<file path="src/inc/pcg_pkg.sv">
// shared constants of the peripheral and usb clock gating block
package pcg_pkg;
    // register byte addresses; the usb control word index is not aligned,
    // so its byte address is four times the index
    localparam logic [15:0] PCG_IDX_USB_SYS_CTRL = 16'h1C32;
    localparam logic [15:0] PCG_OFF_USB_SYS_CTRL = 16'h70C8;
    localparam logic [15:0] PCG_OFF_STOP_HS = 16'h1C40;
    localparam logic [15:0] PCG_OFF_GATE_ONE = 16'h1C44;
    localparam logic [15:0] PCG_OFF_GATE_TWO = 16'h1C48;
    localparam logic [15:0] PCG_OFF_CLK_SRC = 16'h1C4C;
    localparam logic [15:0] PCG_OFF_STATUS = 16'h1C50;
    // usb system control fields
    localparam int PCG_BIT_PWDN = 15;
    localparam int PCG_BIT_SESSEND = 14;
    localparam int PCG_BIT_VBUSDET = 13;
    localparam int PCG_BIT_PLLREL = 12;
    localparam int PCG_BIT_DATPOL = 6;
    localparam int PCG_BIT_BIASDIS = 3;
    localparam int PCG_BIT_OSCDIS = 2;
    localparam logic [15:0] PCG_USCR_WMASK = 16'hF04F;
    localparam logic [15:0] PCG_USCR_RESET = 16'hA04C;
    // stop handshake fields: emif 0, usb 1, uart 2
    localparam int PCG_NUM_MOD = 3;
    localparam int PCG_MOD_USB = 1;
    // usb gate bit inside gate control two
    localparam int PCG_BIT_USB_GATE = 0;
    // clock source select: 0 generator, 1 external input, 2 rtc
    localparam logic [1:0] PCG_SRC_GEN = 2'h0;
    localparam logic [1:0] PCG_SRC_EXT = 2'h1;
    localparam logic [1:0] PCG_SRC_RTC = 2'h2;
    localparam int PCG_BIT_PLL_PWDN = 2;
    // usb oscillator and clocking figures
    localparam real PCG_USB_OSC_MHZ = 12.0;
    localparam int PCG_HS_MBPS = 480;
    localparam real PCG_CLK_MHZ = 10.0;
    localparam real PCG_OSC_STABLE_US = 100.0;
    localparam int PCG_OSC_STABLE_CYC =
        int'($ceil(PCG_OSC_STABLE_US * PCG_CLK_MHZ));
    // byte access encodings
    localparam logic [1:0] PCG_BYTE_WORD = 2'h0;
    localparam logic [1:0] PCG_BYTE_HIGH = 2'h1;
    localparam logic [1:0] PCG_BYTE_LOW = 2'h2;
    localparam logic [1:0] PCG_BYTE_RSVD = 2'h3;
endpackage

</file>
<file path="src/logic/pcg_ack_tracker.sv">
// per-module clock stop acknowledge tracker
`timescale 1ns/100ps
module pcg_ack_tracker
    import pcg_pkg::*;
#(
    parameter int NUM = PCG_NUM_MOD
) (
    // clock and reset
    input wire logic clock,
    input wire logic rst_n,
    // stop request from software and idle reports from modules
    input wire logic [NUM-1:0] stop_req,
    input wire logic [NUM-1:0] module_idle,
    // acknowledge back to software
    output logic [NUM-1:0] stop_ack
);
    initial begin
        if (NUM < 1) $error("pcg_ack_tracker needs at least one module");
    end

    typedef struct packed {
        logic [NUM-1:0] ack;
    } pcg_trk_t;

    pcg_trk_t st;
    pcg_trk_t next_st;

    // ack rises only when requested and idle, drops once request is gone
    always_comb begin
        next_st = st;
        next_st.ack = stop_req & (st.ack | module_idle);
    end

    always_ff @(posedge clock or negedge rst_n) begin
        if (!rst_n) begin
            st <= '0;
        end else begin
            st <= next_st;
        end
    end

    assign stop_ack = st.ack;
endmodule

</file>
<file path="src/logic/pcg_top.sv">
// peripheral and usb clock gating controller with apb registers
//
// The implementer's own choice: register access over APB.
`timescale 1ns/100ps
//
// Function
// - module acks when stoppable; gate held open until ack is seen.
// - gate register writes act on gated clocks at once, no idle.
// - in bypass, system clock comes from external input or rtc.
// - bypassed generator pll keeps running unless powered down.
// - usb hs domain fed by usb pll from 12 MHz oscillator, 480 Mb/s.
// - full usb shutdown stops usb entirely, no suspend resume.
// - bit 15 powers down usb phy and pll; resets to one.
// - bit 14 enables session end comparator; resets to zero.
// - bit 13 enables vbus detect comparator.
// - oscillator disable tristates output pin, forces core clock low.
// - byte mode 0 word, 1 high byte, 2 low byte, 3 reserved.
// - polarity bit zero reverses dp and dm, one keeps normal.
module pcg_top
    import pcg_pkg::*;
#(
    parameter int GATE_W = 16,
    parameter int OSC_STABLE_CYC = PCG_OSC_STABLE_CYC
) (
    // clock and reset
    input wire logic clock,
    input wire logic arst_n,
    // apb slave
    input wire logic psel,
    input wire logic penable,
    input wire logic pwrite,
    input wire logic [15:0] paddr,
    input wire logic [31:0] pwdata,
    output logic [31:0] prdata,
    output logic pready,
    output logic pslverr,
    // stop handshake with emif, usb, uart
    input wire logic [PCG_NUM_MOD-1:0] module_idle,
    output logic [PCG_NUM_MOD-1:0] stop_request,
    // peripheral clock enables, one per gated clock
    output logic [GATE_W-1:0] gate_en_one,
    output logic [GATE_W-1:0] gate_en_two,
    // system clock source and pll
    output logic [1:0] system_clock_source,
    output logic pll_run,
    // usb analog and mode controls
    output logic usb_phy_pll_on,
    output logic session_end_comparator_en,
    output logic vbus_detect_comparator_en,
    output logic usb_pll_force_release,
    output logic usb_dp_dm_swap,
    output logic osc_bias_resistor_disable,
    output logic usb_osc_run,
    output logic usb_osc_core_clk_en,
    output logic usb_osc_output_pin_oe_n,
    output logic [1:0] cpu_byte_access_select,
    output logic usb_suspend_bit,
    output logic usb_fully_off,
    output logic usb_osc_stable
);
    initial begin
        if (GATE_W < 1 || GATE_W > 32) $error("GATE_W must be 1..32");
        if (OSC_STABLE_CYC < 1) $error("OSC_STABLE_CYC must be >= 1");
    end

    localparam int CW = $clog2(OSC_STABLE_CYC + 1);
    localparam logic [CW-1:0] STABLE_END = CW'(OSC_STABLE_CYC);

    // reset synchroniser
    logic [1:0] rst_sync;
    logic rst_n;
    always_ff @(posedge clock or negedge arst_n) begin
        if (!arst_n) begin
            rst_sync <= 2'h0;
        end else begin
            rst_sync <= {rst_sync[0], 1'b1};
        end
    end
    assign rst_n = rst_sync[1];

    typedef struct packed {
        logic [15:0] uscr;
        logic [PCG_NUM_MOD-1:0] req;
        logic [GATE_W-1:0] gate1;
        logic [GATE_W-1:0] gate2;
        logic [1:0] src;
        logic pll_pwdn;
        logic suspend;
        logic [CW-1:0] settle;
        logic [31:0] rdata;
    } pcg_state_t;

    pcg_state_t st;
    pcg_state_t next_st;
    logic [PCG_NUM_MOD-1:0] ack;

    // acknowledge tracker: ack rises when module idle under request
    pcg_ack_tracker #(
        .NUM(PCG_NUM_MOD)
    ) u_ack (
        .clock(clock),
        .rst_n(rst_n),
        .stop_req(st.req),
        .module_idle(module_idle),
        .stop_ack(ack)
    );

    // address decode helper
    function automatic logic hit(input logic [15:0] a, input logic [15:0] o);
        return a[15:2] == o[15:2];
    endfunction

    logic wr;
    logic rd;
    logic mapped;
    assign wr = psel && penable && pwrite;
    assign rd = psel && !penable && !pwrite;
    assign mapped = hit(paddr, PCG_OFF_USB_SYS_CTRL) ||
        hit(paddr, PCG_OFF_STOP_HS) || hit(paddr, PCG_OFF_GATE_ONE) ||
        hit(paddr, PCG_OFF_GATE_TWO) || hit(paddr, PCG_OFF_CLK_SRC) ||
        hit(paddr, PCG_OFF_STATUS);

    // register writes, read capture, oscillator settle counter
    always_comb begin
        next_st = st;
        if (wr && hit(paddr, PCG_OFF_USB_SYS_CTRL)) begin
            next_st.uscr = pwdata[15:0] & PCG_USCR_WMASK;
        end
        if (wr && hit(paddr, PCG_OFF_STOP_HS)) begin
            next_st.req = pwdata[PCG_NUM_MOD-1:0];
            next_st.suspend = pwdata[8];
        end
        if (wr && hit(paddr, PCG_OFF_GATE_ONE)) begin
            next_st.gate1 = pwdata[GATE_W-1:0];
        end
        if (wr && hit(paddr, PCG_OFF_GATE_TWO)) begin
            next_st.gate2 = pwdata[GATE_W-1:0];
        end
        if (wr && hit(paddr, PCG_OFF_CLK_SRC)) begin
            next_st.src = (pwdata[1:0] == PCG_SRC_RTC) ? PCG_SRC_RTC :
                (pwdata[1:0] == PCG_SRC_EXT) ? PCG_SRC_EXT : PCG_SRC_GEN;
            next_st.pll_pwdn = pwdata[PCG_BIT_PLL_PWDN];
        end
        // settle count restarts whenever the oscillator is off
        if (st.uscr[PCG_BIT_OSCDIS]) begin
            next_st.settle = '0;
        end else if (st.settle != STABLE_END) begin
            next_st.settle = st.settle + CW'(1);
        end
        // read data is registered in setup, returned in access
        if (rd) begin
            next_st.rdata = '0;
            if (hit(paddr, PCG_OFF_USB_SYS_CTRL)) begin
                next_st.rdata[15:0] = st.uscr;
            end else if (hit(paddr, PCG_OFF_STOP_HS)) begin
                next_st.rdata[PCG_NUM_MOD-1:0] = st.req;
                next_st.rdata[PCG_NUM_MOD+3:4] = ack;
                next_st.rdata[8] = st.suspend;
            end else if (hit(paddr, PCG_OFF_GATE_ONE)) begin
                next_st.rdata[GATE_W-1:0] = st.gate1;
            end else if (hit(paddr, PCG_OFF_GATE_TWO)) begin
                next_st.rdata[GATE_W-1:0] = st.gate2;
            end else if (hit(paddr, PCG_OFF_CLK_SRC)) begin
                next_st.rdata[1:0] = st.src;
                next_st.rdata[PCG_BIT_PLL_PWDN] = st.pll_pwdn;
            end else if (hit(paddr, PCG_OFF_STATUS)) begin
                next_st.rdata[0] = usb_osc_stable;
                next_st.rdata[1] = usb_fully_off;
            end
        end
    end

    always_ff @(posedge clock or negedge rst_n) begin
        if (!rst_n) begin
            st.uscr <= PCG_USCR_RESET;
            st.req <= '0;
            st.gate1 <= '0;
            st.gate2 <= '0;
            st.src <= PCG_SRC_GEN;
            st.pll_pwdn <= 1'b0;
            st.suspend <= 1'b0;
            st.settle <= '0;
            st.rdata <= '0;
        end else begin
            st <= next_st;
        end
    end

    // apb answer: zero wait states, error on unmapped address
    assign pready = 1'b1;
    assign pslverr = psel && penable && !mapped;
    assign prdata = st.rdata;

    // gate bit 1 stops the clock; stop-requested clocks stay open until ack
    // so a premature gate write cannot cut a busy module
    always_comb begin
        gate_en_one = ~st.gate1;
        gate_en_two = ~st.gate2;
        if (st.req[0] && !ack[0]) gate_en_one[0] = 1'b1;
        if (st.req[2] && !ack[2]) gate_en_one[1 % GATE_W] = 1'b1;
        if (st.req[PCG_MOD_USB] && !ack[PCG_MOD_USB]) begin
            gate_en_two[PCG_BIT_USB_GATE] = 1'b1;
        end
    end
    assign stop_request = st.req;

    // bypass selects external input or rtc; pll runs unless powered down
    assign system_clock_source = st.src;
    assign pll_run = !st.pll_pwdn;

    // usb analog controls; the usb pll multiplies the 12 MHz oscillator
    // up to the 480 Mb/s rate, so it needs the oscillator running
    assign usb_phy_pll_on = !st.uscr[PCG_BIT_PWDN] &&
        !st.uscr[PCG_BIT_OSCDIS];
    assign session_end_comparator_en = st.uscr[PCG_BIT_SESSEND];
    assign vbus_detect_comparator_en = st.uscr[PCG_BIT_VBUSDET];
    assign usb_pll_force_release = st.uscr[PCG_BIT_PLLREL];
    assign usb_dp_dm_swap = !st.uscr[PCG_BIT_DATPOL];
    assign osc_bias_resistor_disable = st.uscr[PCG_BIT_BIASDIS];
    assign usb_osc_run = !st.uscr[PCG_BIT_OSCDIS];
    assign usb_osc_core_clk_en = !st.uscr[PCG_BIT_OSCDIS];
    assign usb_osc_output_pin_oe_n = st.uscr[PCG_BIT_OSCDIS];
    // reserved byte code falls back to word access
    assign cpu_byte_access_select = (st.uscr[1:0] == PCG_BYTE_RSVD) ?
        PCG_BYTE_WORD : st.uscr[1:0];
    assign usb_suspend_bit = st.suspend;
    assign usb_osc_stable = (st.settle == STABLE_END);
    // fully off: gated, acked and oscillator down; no resume possible
    assign usb_fully_off = st.uscr[PCG_BIT_OSCDIS] &&
        st.gate2[PCG_BIT_USB_GATE] && ack[PCG_MOD_USB];
endmodule

</file>
<file path="config.mk">
export PLATFORM = sky130hd
export DESIGN_NAME = pcg_top
export DESIGN_NICKNAME = d
export VERILOG_FILES = /design/src/inc/pcg_pkg.sv /design/src/logic/pcg_ack_tracker.sv /design/src/logic/pcg_top.sv
export SDC_FILE = /design/constraint.sdc
export NUM_CORES = 1
export LEC_CHECK = 0
export BUFFER_PORTS_ARGS = -buffer_cell sky130_fd_sc_hd__buf_2
export CORE_UTILIZATION = 50
export CTS_CLUSTER_DIAMETER = 80
export DETAILED_ROUTE_END_ITERATION = 6
export GPL_ROUTABILITY_DRIVEN = 1
export PLACE_DENSITY = 0.92
export REMOVE_ABC_BUFFERS = 1
export SLEW_MARGIN = 10
export SYNTH_ARGS = -nofsm -noshare
export SYNTH_HDL_FRONTEND = slang
export SYNTH_SLANG_ARGS = --single-unit
</file>
<file path="constraint.sdc">
create_clock -name clock -period 3.31 [get_ports clock]
set_input_delay 0.331 -clock clock [delete_from_list [all_inputs] [get_ports clock]]
set_output_delay 0.331 -clock clock [all_outputs]
set_load 0.03 [all_outputs]
</file>
* Word-level counts from Yosys, hierarchy flattened
Index checks and enable logic that the tools add are counted.
Word-level totals: register bits 79, logic and storage cells 80, output and inout bits 86, input bits 56
Cells by class: mux-type cells 21, reductions and logical operators 32, bitwise logic cells 4, $add $sub $neg 1, equal/unequal tests 11
Operators with widths (count):
- 14-bit by 11-bit == test with 1-bit output (second input constant) | 5
- 16-bit two-way mux | 2
- 16-bit NOT | 2
- 10-bit two-way mux | 2
- 1-bit logical AND | 16
- 14-bit by 13-bit == test with 1-bit output (second input constant) | 1
- 13-bit two-way mux | 1
- 10-bit by 1-bit adder with 10-bit output (second input constant) | 1
- 10-bit == test (second input constant) | 1
- 1-bit logical NOT | 10
- 10-bit != test (second input constant) | 1
- 3-bit two-way mux | 3
- 1-bit two-way mux | 8
- 2-bit two-way mux | 4
- 7-bit two-way mux | 1
- 1-bit logical OR | 5
- 2-bit == test (second input constant) | 2
- 3-bit AND | 1
- 3-bit OR | 1
- 2-bit by 1-bit == test with 1-bit output (second input constant) | 1
- 2-bit nonzero test | 1

* Logic depth before layout (Yosys ltp)
word-level depth 8, gate-level depth with buffers 6, mapped depth without buffers 6

* Cells and area by module
A second synthesis with hierarchy kept.
Unflattened totals: cells, all modules 404, area total of the unflattened synthesis 4124.0 um^2
Modules (own cells, without submodules):
- pcg_top | seq. area each 1908.1 um^2, cells an instance 398, instances 1, area each 4026.4 um^2
- pcg_ack_tracker | seq. area each 75.1 um^2, cells an instance 6, instances 1, area each 97.6 um^2

* Worst setup path before layout
OpenSTA, ideal clock, no wires.
path type register to register, start register st[32] in the netlist's numbering, end register st[33] in the netlist's numbering, clock period less this slack 2.067 ns, path buffers 0, arrival 1.936 ns, cell stages (with the launch flop) 7, required time 3.178 ns, setup time 0.132 ns, path slack 1.243 ns, cells stage by stage dfrtp_1 -> inv_1 -> ha_1 -> nand2_1 -> nor3_1 -> mux2i_1 -> nor2_1
On the way: longest elaborated chain between the ends 3, elaborated cells on any way between the ends 5, classes of those cells add/sub: 1; eq/ne: 1; mux: 2; reduce/logical: 1
RTL lines:
- start, declared | RTL line pcg_top.sv:93 | pcg_state_t st;
- start signal, assigned | RTL line pcg_top.sv:185 | st <= next_st;
- 10-bit by 1-bit adder with 10-bit output | RTL line pcg_top.sv:148 | next_st.settle = st.settle + CW'(1);
- 10-bit two-way mux | RTL line pcg_top.sv:147 | end else if (st.settle != STABLE_END) begin
- 10-bit two-way mux | RTL line pcg_top.sv:145 | if (st.uscr[PCG_BIT_OSCDIS]) begin
Several ways; a longest one is shown, not always the timed one. The select of a mux whose other input is x is not followed. A chain may end at the register's enable or synchronous reset.

* Worst setup path after layout
start register st[32] in the netlist's numbering, end output usb_osc_stable
On the way: longest elaborated chain between the ends 1
RTL lines:
- 10-bit == test | RTL line pcg_top.sv:227 | assign usb_osc_stable = (st.settle == STABLE_END);
- end, declared | RTL line pcg_top.sv:59 | output logic usb_osc_stable
Every way passes these cells.

==> impl_results.md <==
- Slew headroom: 34.5%
- Largest area contributor in the netlist: dfrtp_1
- Sequential area share after synthesis: 48.4%
- FMAX: 433 MHz
- Yosys warning total: 0
- Vias per cell: 5.35
- CTS tree: built
- Initial antenna violation count: 0
- WL per Instance: 16.6 µm
- Status: complete, no violations
- Max-capacitance violation count: 0
- Post-synth top area share: 45.2%
- Asr flop ratio synth: 100%
- Clock transition at the registers of the reported paths: 0.09 ns
- Synth area leaders: dfrtp_1, mux2_2, buf_4
- Clock Tree Root: clkbuf_8
- Post-CTS Hold Buffers: 1
- Clk sinks: 79
- Die H: 92.5 µm
- Final wirelength: 9520 µm
- Max FO, Critical Path: 5
- Mux share of post-synthesis cell area: 14.7%
- Cells after Synth: 383
- Die W: 92.5 µm
- Post-synthesis adder-cell area fraction: 0.611%
- Final Cycle Share: 69.8%
- Max stage delay on crit path: 0.51 ns
- Layout cells sized above 1: 39.8%
- Xor and xnor area share after synthesis: 1.50%
- CP max stage cell: nor3_1
- Layout area overhead: 13.6%
- Gr ovfl total: 0
- Initial core utilization: 52.2%
- Clk_skew: 0.0139 ns
- DRC: 0
- Vias in the first global route: 3,106
- Critical path arrival: 1.98 ns
- Unrepaired setup endpoints after global routing: false
- Maximum VDD drop: 245 µV
- Pins over their slew limit: 0
- Setup TNS: 0 ns
- Inserted Clock Buffers: 9
- Post-synth EDFFs: 0
- Die ar.: 8560 µm²
- Ant. Diodes: 0
- P_leak: 2.25 nW
- #FFs+latches synth: 79
- Mapped cell area: 4100 µm²
- CORE AREA: 7850 µm²
- Area of the multi-input gates: 1630 µm²
- Final Hold Viols: 0
- Post-cts resize count: 0
- Gp weighted congestion: 0.859
- Startpoint types: flop
- Final HPWL DP: 6740 µm
- First drt pass iteration count: 4
- Nets: 525
- Worst-skew pair later-pin latency: 0.35 ns
- Synth Area in Compound Gates: 9.16%
- Setup-failing EPs final: 0
- Reg area: 1990 µm²
- GRT Resource Usage Total: 23.6%
- Minimum clock period: 2.31 ns
- # rows: 32
- Worst setup EP type: primary output
- Largest family of logic cells by synthesized area: multiplexers
- Antenna-violating nets left: 0
- PortBufs: 106
- DRT iter0 DRCs: 232
- H-tree depth: 3
- Largest net degree at the start of global routing: 78
- Simple-Gate Fraction of Synth Area: 12.2%
- Setup Crit Path Kind: flop to primary output
- Unique masters post-synth: 47
- Pwr dens: 380 nW/µm²
- IO Count: 142
- Required time worst endpoint: 2.98 ns
- Fin util: 59.3%
- Synth Area per Inst: 10.7 µm²
- Fillers: 670
- First-pass GRT wire length: 15,300 µm
- Main synth FF type: dfrtp_1
- Setup Buffers After CTS: 0
- Worst Tran Pin Value: 0.982 ns
- Worst-path cell chain: inv_1, ha_1, nand2_1, nor3_1, buf_2
- DR vias: 3,070
- Min-Delay Path Class: input port to flop
- CTS Buffer Depth: 2
registers in the layout (all words and copies together) (netlist names), 2 cells and up:
signal,count
rst_sync,2
stop_request,3
prdata,16
u_ack.stop_ack,3
system_clock_source,2
st,47
stage by stage:
stage | hold WS [ns] | instance area (µm²) | cells | power, W | setup WS (ns)
global route | 0.182 | 4660 | 574 | 0.00184 | 0.833
global placement | 0.116 | 4470 | 557 | 0.00112 | 1.12
CTS | 0.183 | 4660 | 574 | 0.00178 | 1.02
finish | 0.190 | 4660 | 574 | 0.00177 | 0.998
floorplan | 0.0354 | 3760 | 343 | 0.00106 | 0.956
detailed placement | 0.120 | 4470 | 557 | 0.00112 | 1.09
Yosys cell counts (2+ instances only):
master     instances
a21o_1             2
a21oi_1            6
a221o_1            2
a22o_1             5
a22oi_1           11
a311oi_1           2
and3_1             5
and4_1             3
buf_2              2
buf_4             45
buf_6              2
clkbuf_1           6
conb_1             2
dfrtp_1           74
dfstp_2            5
ha_1               2
inv_1             39
mux2_2            46
mux2i_1            6
nand2_1           21
nand2b_1           2
nand3_1            7
nand4_1            4
nor2_1            24
nor2b_1            7
nor3_1             3
nor3b_1            2
nor4b_1            2
o211ai_1           2
o21ai_0           13
o2bb2ai_1          3
o31ai_1            7
or3b_2             2
xor2_1             6
area by class of cell:
cell class                 count  area share (%)
inverter                      39            3.14
clock buffer                   9            2.66
clock inverter                 7            1.18
multi-input combinational    225            35.0
tap                          102            2.74
sequential                    79            42.7
timing repair buffer         113            12.6
worst paths after layout:
kind | from | slack [ns] | to | cells past startpoint
setup / recovery | st[32] | 1.0 | usb_osc_stable | 5
hold / removal | module_idle[2] | 0.19 | u_ack.stop_ack[2] | 3
setup reg to reg | st[32] | 1.47 | prdata[0] | 6
hold reg to reg | rst_sync[0] | 0.36 | rst_sync[1] | 0
max in group asynchronous | rst_sync[1] | 2.17 | prdata[7] | 0
min in group asynchronous | arst_n | 0.30 | rst_sync[1] | 2
cell usage in the layout, fill, tap and decap left out, drive strengths merged, types with 2 or more instances in the layout:
master | synthesis | final
clkbuf | 7 | 9
o31ai | 7 | 7
clkinv | 0 | 2
buf | 49 | 112
clkinvlp | 0 | 2
a21oi | 6 | 6
mux2 | 46 | 46
mux2i | 6 | 6
a22o | 5 | 5
dfrtp | 74 | 74
nor3 | 4 | 4
nor4b | 3 | 3
conb | 2 | 18
xor2 | 6 | 6
o21ai | 13 | 13
nor2 | 24 | 24
o2bb2ai | 3 | 3
o211ai | 2 | 2
nand2b | 2 | 2
and4 | 3 | 3
dfstp | 5 | 5
a311oi | 2 | 2
nand2 | 21 | 21
a221o | 2 | 2
or3b | 2 | 2
or4b | 2 | 2
nand4 | 4 | 4
ha | 2 | 2
nor2b | 7 | 7
a21o | 2 | 2
nor3b | 2 | 2
inv | 39 | 42
a22oi | 11 | 11
nand3 | 8 | 8
and3 | 5 | 5
power breakdown:
part	internal, W	total, W	switching (W)
Clock	0.000280	0.000666	0.000386
Combinational	0.0000336	0.000116	0.0000819
Sequential	0.000970	0.000990	0.0000202
cells by family after synthesis:
family	after synthesis
flops	79
xor+xnor	7
mux	53
simple gates	91
other cells	2
buf+inv	95
fa+ha+maj	2
compound gates	54
worst max-delay path, delay by kind of cell (launching register included):
family        cells  cell delay [ns]
simple gates      2             0.59
flops             1             0.44
buf+inv           2             0.44
fa+ha+maj         1             0.16
routing by layer:
metal / share of wire [%] / wire, µm / global-route usage, % / vias to the layer above
met5: 0 / 0 / 0 / -
met4: 3.0 / 287 / 11.7 / 0
met3: 6.0 / 570 / 4.35 / 24
met2: 49 / 4700 / 38.6 / 121
met1: 42 / 3960 / 30.0 / 1505
li1: - / - / - / 1420
Power figures use the tool's default switching activity.
